[src/common/sacs_params.svh]
`ifndef SACS_PARAMS_SVH
`define SACS_PARAMS_SVH
// conversion timing, in bus clock cycles
`define SACS_CONV_CYCLES    6'd32
`define SACS_SAMPLE_CYCLES  6'd12
`define SACS_COMPARE_CYCLES 6'd20
`define SACS_XFER_CYCLES    2'd2
// result width and dac code width
`define SACS_RES_W          8
`define SACS_RES_MSB        3'd7
// analog pins sit on port bits 3..6
`define SACS_AN_BASE        3'd3
`define SACS_PORT_W         8
`define SACS_ZERO8          8'h00
`define SACS_ONE8           8'h01
`endif

[src/common/sacs_pkg.sv]
`default_nettype none
package sacs_pkg;
  `include "sacs_params.svh"

  typedef enum {SACS_IDLE, SACS_SAMPLE, SACS_COMPARE, SACS_XFER} sacs_phase_t;

  // converter control as seen by the sequencer
  typedef struct packed {
    logic       enable;
    logic       start;
    logic [1:0] channel;   // channel_select_high, channel_select_low
  } sacs_ctrl_t;

  // analog front end drive
  typedef struct packed {
    logic [3:0] chan_onehot;
    logic       sample;
    logic       compare;
    logic [7:0] dac_code;
  } sacs_afe_t;
endpackage : sacs_pkg
`default_nettype wire

[src/rtl/sacs_sync.sv]
`timescale 1ns/1ps
`default_nettype none
// two flop synchroniser for pin level inputs
module sacs_sync #(
  parameter int W = 1
) (
  input  wire logic         clk,
  input  wire logic         rstn,
  input  wire logic [W-1:0] d,
  output var  logic [W-1:0] q
);
  logic [W-1:0] meta;
  // first stage feeds only the second
  always_ff @(posedge clk or negedge rstn) begin
    if (!rstn) begin
      meta <= '0;
      q    <= '0;
    end else begin
      meta <= d;
      q    <= meta;
    end
  end
endmodule : sacs_sync
`default_nettype wire

[src/rtl/sacs_sequencer.sv]
// Operation
// - exactly one of four channels routed to sampling at a time
// - a conversion takes 32 cycles from start to the conversion done flag
// - first 12 cycles hold sampling active
// - last 20 cycles run the comparison phase
// - code decided one bit per step, msb first
// - conversion done flag set at the end of a conversion
// - result moved to the data register within 2 cycles of the flag
// - two channel select bits choose the analog pin
// - while enabled, port read of the selected analog pin returns zero
// - reset switches the converter off and frees the shared pins
`timescale 1ns/1ps
`default_nettype none
`include "sacs_params.svh"
module sacs_sequencer (
  input  wire logic                   clk,
  input  wire logic                   rstn,
  input  wire sacs_pkg::sacs_ctrl_t   ctrl,
  input  wire logic                   done_clear,
  input  wire logic                   comp_in,
  input  wire logic [7:0]             port_pins,
  output var  sacs_pkg::sacs_afe_t    afe,
  output var  logic                   conversion_done_flag,
  output var  logic [7:0]             result_data,
  output var  logic [7:0]             port_read,
  output var  logic                   busy
);
  import sacs_pkg::*;

  ////////////////////////////////////////////////////////////////////////
  // port pins are asynchronous to clk
  logic [7:0] pins_s;
  sacs_sync #(.W(`SACS_PORT_W)) u_sync (
    .clk  (clk),
    .rstn (rstn),
    .d    (port_pins),
    .q    (pins_s)
  );
  // the comparator is latched on clk by the analog front end, so it is
  // same-domain; two sync flops would eat the two cycles each bit gets
  logic comp_s;
  assign comp_s = comp_in;

  // one hot channel decode, used for mux drive and port masking
  function automatic logic [3:0] chan_dec(input logic [1:0] ch);
    chan_dec = 4'h1 << ch;
  endfunction : chan_dec

  // analog pin of one channel on the shared port
  function automatic logic [7:0] port_mask(input logic [1:0] ch);
    port_mask = {4'h0, chan_dec(ch)} << `SACS_AN_BASE;
  endfunction : port_mask

  ////////////////////////////////////////////////////////////////////////
  typedef struct packed {
    sacs_phase_t phase;
    logic [5:0]  cyc;
    logic [1:0]  xcnt;
    logic [2:0]  bitpos;
    logic [7:0]  sar;
    logic [1:0]  chan;
    sacs_afe_t   afe;
    logic        done;
    logic [7:0]  result;
    logic [7:0]  port_rd;
    logic        busy;
    logic [5:0]  chk_samp;  // assertion helpers: phase run lengths
    logic [5:0]  chk_comp;
    logic [5:0]  chk_age;   // cycles since sampling began
  } sacs_state_t;

  sacs_state_t st, next_st;

  // sequencing of sample, compare and transfer
  always_comb begin
    logic [3:0] onehot;
    logic [7:0] mask;
    onehot  = 4'h0;
    mask    = `SACS_ZERO8;
    next_st = st;
    next_st.cyc = st.cyc + 6'd1;
    case (st.phase)
      SACS_IDLE: begin
        next_st.cyc = 6'd0;
        if (ctrl.enable && ctrl.start) begin
          next_st.phase  = SACS_SAMPLE;
          next_st.chan   = ctrl.channel;
          next_st.cyc    = 6'd1;
          next_st.sar    = `SACS_ZERO8;
          next_st.bitpos = `SACS_RES_MSB;
        end
      end
      SACS_SAMPLE: begin
        if (st.cyc == `SACS_SAMPLE_CYCLES) begin
          next_st.phase = SACS_COMPARE;
          next_st.sar   = `SACS_ONE8 << `SACS_RES_MSB;
        end
      end
      SACS_COMPARE: begin
        // trial bit kept when dac does not exceed sample; the
        // comparator answers a new code two edges later, so bits 7..1 are
        // decided on even cycles and bit 0 just before the phase ends
        if (!st.cyc[0] && st.bitpos != 3'd0 || st.cyc == `SACS_CONV_CYCLES - 6'd1) begin
          if (comp_s == 1'b0)
            next_st.sar[st.bitpos] = 1'b0;
          if (st.bitpos != 3'd0) begin
            next_st.bitpos = st.bitpos - 3'd1;
            next_st.sar[st.bitpos - 3'd1] = 1'b1;
          end
        end
        if (st.cyc == `SACS_CONV_CYCLES) begin
          next_st.phase = SACS_XFER;
          next_st.done  = 1'b1;
          next_st.xcnt  = 2'd1;
        end
      end
      SACS_XFER: begin
        next_st.xcnt = st.xcnt + 2'd1;
        if (st.xcnt == `SACS_XFER_CYCLES) begin
          next_st.result = st.sar;
          next_st.phase  = SACS_IDLE;
        end
      end
      default: next_st.phase = SACS_IDLE;
    endcase
    // software clear loses to a fresh completion
    if (done_clear && !(st.phase == SACS_COMPARE && st.cyc == `SACS_CONV_CYCLES))
      next_st.done = 1'b0;
    if (!ctrl.enable) begin
      next_st.phase = SACS_IDLE;
      next_st.cyc   = 6'd0;
    end
    // analog front end drive, one channel only while converting
    if (next_st.phase != SACS_IDLE)
      onehot = chan_dec(next_st.chan);
    next_st.afe.chan_onehot = onehot;
    next_st.afe.sample      = (next_st.phase == SACS_SAMPLE);
    next_st.afe.compare     = (next_st.phase == SACS_COMPARE);
    next_st.afe.dac_code    = next_st.sar;
    // shared port read: selected analog bit reads zero while enabled
    if (ctrl.enable)
      mask = port_mask(ctrl.channel);
    next_st.port_rd = pins_s & ~mask;
    next_st.busy    = (next_st.phase != SACS_IDLE);
    // assertion helpers count from the registered drive, not from cyc,
    // so a wrong phase counter cannot hide behind itself
    next_st.chk_samp = st.afe.sample ? st.chk_samp + 6'd1 : 6'd0;
    next_st.chk_comp = st.afe.compare ? st.chk_comp + 6'd1 : 6'd0;
    next_st.chk_age  = (st.afe.sample || st.afe.compare) ? st.chk_age + 6'd1 : 6'd0;
  end

  // reset leaves converter idle and port as plain digital
  always_ff @(posedge clk or negedge rstn) begin
    if (!rstn)
      st <= '{phase: SACS_IDLE, default: '0};
    else
      st <= next_st;
  end

  assign afe                  = st.afe;
  assign conversion_done_flag = st.done;
  assign result_data          = st.result;
  assign port_read            = st.port_rd;
  assign busy                 = st.busy;

  ////////////////////////////////////////////////////////////////////////
  a_sample_len: assert property (@(posedge clk) disable iff (!rstn)
    $rose(afe.compare) |-> st.chk_samp == `SACS_SAMPLE_CYCLES)
    else $error("sampling phase not 12 cycles");
  a_compare_len: assert property (@(posedge clk) disable iff (!rstn)
    $fell(afe.compare) && busy |-> st.chk_comp == `SACS_COMPARE_CYCLES)
    else $error("compare phase not 20 cycles");
  a_total_len: assert property (@(posedge clk) disable iff (!rstn)
    $fell(afe.compare) && busy |-> st.chk_age == `SACS_CONV_CYCLES)
    else $error("conversion not 32 cycles");
  a_done_time: assert property (@(posedge clk) disable iff (!rstn)
    $rose(conversion_done_flag) |-> st.chk_age == `SACS_CONV_CYCLES)
    else $error("done not after 32 cycles");
  a_done_set: assert property (@(posedge clk) disable iff (!rstn)
    $fell(afe.compare) && ctrl.enable |-> conversion_done_flag)
    else $error("done flag missing at end");
  a_result_xfer: assert property (@(posedge clk) disable iff (!rstn)
    $rose(conversion_done_flag) && ctrl.enable |-> ##[1:2] (result_data == $past(afe.dac_code)))
    else $error("result not moved in 2 cycles");
  a_one_chan: assert property (@(posedge clk) disable iff (!rstn)
    busy |-> $onehot(afe.chan_onehot))
    else $error("not exactly one channel");
  a_msb_first: assert property (@(posedge clk) disable iff (!rstn)
    $rose(afe.compare) |-> afe.dac_code == 8'h80)
    else $error("first trial not msb");
  a_port_mask: assert property (@(posedge clk) disable iff (!rstn)
    ctrl.enable && $stable(ctrl.enable) && $stable(ctrl.channel)
      |=> (port_read & port_mask($past(ctrl.channel))) == `SACS_ZERO8)
    else $error("selected pin not read as zero");
  a_reset_off: assert property (@(posedge clk)
    $rose(rstn) |-> !busy && afe.chan_onehot == 4'h0)
    else $error("converter on after reset");
endmodule : sacs_sequencer
`default_nettype wire

[config.mk]
export PLATFORM = sky130hd
export DESIGN_NAME = sacs_sequencer
export DESIGN_NICKNAME = d
export VERILOG_FILES = /design/src/common/sacs_pkg.sv /design/src/rtl/sacs_sync.sv /design/src/rtl/sacs_sequencer.sv
export VERILOG_INCLUDE_DIRS = /design/src /design/src/common
export SDC_FILE = /design/constraint.sdc
export NUM_CORES = 1
export LEC_CHECK = 0
export BUFFER_PORTS_ARGS = -buffer_cell sky130_fd_sc_hd__buf_2
export CORE_UTILIZATION = 50
export CTS_BUF_LIST = sky130_fd_sc_hd__clkbuf_8
export DETAILED_ROUTE_END_ITERATION = 16
export PLACE_DENSITY = 0.73
export SLEW_MARGIN = 20
export SYNTH_ARGS = -nofsm -noshare
export SYNTH_HDL_FRONTEND = slang
export SYNTH_HIERARCHICAL = 1
export SYNTH_SLANG_ARGS = --single-unit
[constraint.sdc]
create_clock -name clk -period 2.68 [get_ports clk]
set_clock_uncertainty 0.2 [all_clocks]
set_input_delay 0.134 -clock clk [delete_from_list [all_inputs] [get_ports clk]]
set_output_delay 0.134 -clock clk [all_outputs]
set_load 0.05 [all_outputs]
==> flow_summary.yaml <==
critical_path:
  cp_slowest_stage_delay_ns: 0.43
  cp_slowest_cell: "dfrtp_2"
  critPathKind: "register to register"
  critPathArrivalTime_ns: 2.59
  crit_chain: "inv_1 -> ha_1 -> nor2b_1 -> o31a_1 -> a211o_4 -> or2_1 -> o41ai_2"
  crit_required_ns: 2.74
  crit_family: "compound AO/OA/AOI/OAI gates"
  crit_fanout: 9
  start_kind: "register"
  end_kind: "register"
  critPathBufInv: 1
global_route:
  grt_max_degree: 54
  grt_pass1_wl_um: 10200
  grt_pass1_vias: 2208
  overflow: 0
  grtUsageTotal_pct: 17.4
  antenna_found_initial: 0
die:
  dieHeight_um: 88.3
  start_util_pct: 51.6
  core_um2: 7210
  die-area_um2: 7790
  ios: 48
  die_width_um: 88.3
  rows: 31
cts:
  path_clk_slew_ns: 0.10
  clkSinkCount: 93
  clk-insertion-delay-late_ns: 0.37
  clock_path_buffers: 2
  h-tree-depth: 3
  cts_tree: "done"
  cts_buffers: 9
  cts_setup_buffers: 0
  cts_root_buf: "clkbuf_8"
logic_synthesis:
  synth_cells: 293
  synth_top_area_share_pct: 62.5
  synth_cell_type_count: 51
  async_flop_share_pct: 100
  ys_top_cells_by_area: "dfrtp_1 (63%), buf_4 (6.3%), mux2_2 (3.3%)"
  synth_enable_flop_cells: 0
  syn_area_um2: 3720
  synth_common_cells: "dfrtp_1 (93), buf_4 (31), nor2_1 (17)"
  syn_area_per_cell_um2: 12.7
  ys_warn_count: 6
  yosys.area.top_type: "dfrtp_1"
  yosysMostFrequentCell: "dfrtp_1"
  ys_seq_area_share_pct: 62.5
  synth.ff_latch_count: 93
  yosys_most_used_dff: "dfrtp_1"
drt:
  drc: 2
  viasPerCell: 4.84
  first_pass_iters: 10
  ant_nets: 0
  wire_per_inst_um: 12.6
  dr.first_iter.drc_count: 94
  vias: 2280
  wl_um: 5940
power:
  finalPower_mw: 2.57
  p_leak_nw: 2.07
  peakVddDrop_mv: 0.447
  power_density_nw_per_um2: 588
placement:
  io_buffers: 47
  hpwl_um: 3990
  place.gp.congestion: 0.885
  placed_area_um2: 3990
timing:
  finalCritPeriodShare_pct: 94.4
  tightest_slew_ns: 0.651
  fmax_ghz: 0.395
  hold_viol: 0
  rsz0062_at_grt: "false"
  final_max_slew_viol_count: 0
  slew_headroom_pct: 56.6
  finalSetupViolations: 0
  finalCriticalPeriod_ns: 2.53
  finalSetupTns_ns: 0
cells_and_area:
  finalInstanceArea_um2: 4370
  drive_gt1_share_pct: 26.3
  post-route-util_pct: 60.6
  num_antenna_cells: 0
  final_nets: 388
  area_growth_syn_to_layout_pct: 17.4
worst_hold_path:
  hold_path.class: "input port to register"
outcome:
  violations: "design-rule violations"
  outcome: "finished, violations left"
run:
  cap_violations: 0
==> worst reg2reg max path, delay by kind of cell (launching register included) <==
family / cells / cell delay (ns)
compound gates: 3 / 1.01
fa+ha+maj: 1 / 0.21
buf+inv: 1 / 0.10
flops: 1 / 0.43
simple gates: 2 / 0.49
==> what timing repair did <==
item / CTS / global route
hold buffers: 16 / 0
setup endpoints to repair: 0 / 3
endpoints found under the hold margin: 71 / 0
gates resized for setup: 0 / 4
==> sequential cells by signal, indices dropped and copies added (netlist names) <==
name	cells
afe	14
busy	1
conversion_done_flag	1
port_read	8
result_data	8
st	45
u_sync/meta	8
u_sync/q	8
==> worst paths after layout <==
path                                  end  depth (start not counted)  slack (ns)        start
hold reg to reg              port_read[0]                          0        0.16  u_sync/q[0]
hold / removal                     afe[2]                          5        0.05      comp_in
setup reg to reg                   afe[1]                          7        0.15       st[61]
min in group asynchronous  result_data[0]                          2        0.11         rstn
setup / recovery                   afe[1]                          7        0.15       st[61]
max in group asynchronous  u_sync/meta[3]                          3        1.45         rstn
==> final cells by class <==
class,instances,area [um2]
tap,99,124
clock buffer,9,124
timing repair buffer,72,465
fill,603,2850
multi-input combinational,175,1180
clock inverter,7,83.8
inverter,16,60.1
sequential,93,2330
==> report_power, final <==
part           internal [mW]  switching (mW)
registers               1.45          0.0205
logic                 0.0591           0.110
clock network          0.378           0.551
==> metal layers <==
layer  global-route usage, %  vias up  part of all wire [%]
li1                        -     1101                     -
met1                    21.6     1118                    43
met2                    28.5       52                    51
met3                    4.10        9                   3.8
met4                    9.09        0                   2.0
met5                       0        -                     0
==> cell usage in the layout (no fill, tap or decap), types with 4 or more instances in the layout <==
cell type      instances
dfrtp_1               92
buf_2                 46
conb_1                30
nor2_1                17
inv_1                 16
dlygate4sd3_1         16
a21oi_1               12
mux2_2                11
o21ai_0               11
buf_4                 10
clkbuf_8               9
nor3_1                 6
nand3_1                5
nand2_1                5
nor2b_1                5
a31oi_1                5
o31ai_1                5
ha_1                   5
nor4_2                 4
and3_1                 4
mux2i_1                4
==> through the flow <==
step                hold WS (ns)  instances  setup WS [ns]
finish                    0.0471        471          0.151
global route              0.0900        471         0.0321
CTS                       0.0306        471         0.0222
detailed placement       0.00512        439         0.0556
global placement       0.0000430        439          0.203
floorplan                 -0.362        322         0.0749
==> cells by family (layout without fill, tap and decap cells) <==
kind of cell | count (synthesis) | count (layout) | synth area share, %
DFF | 93 | 93 | 62.5
AOI/OAI and AO/OA | 50 | 50 | 8.81
adders and majority gates | 5 | 5 | 1.68
and+or+nand+nor | 68 | 68 | 11.7
buffers and inverters | 54 | 104 | 9.01
xor gates and xnor gates | 6 | 6 | 1.41
muxes | 16 | 16 | 4.81
other | 1 | 30 | 0.101
Note: power is estimated with default switching activity, not from simulation.
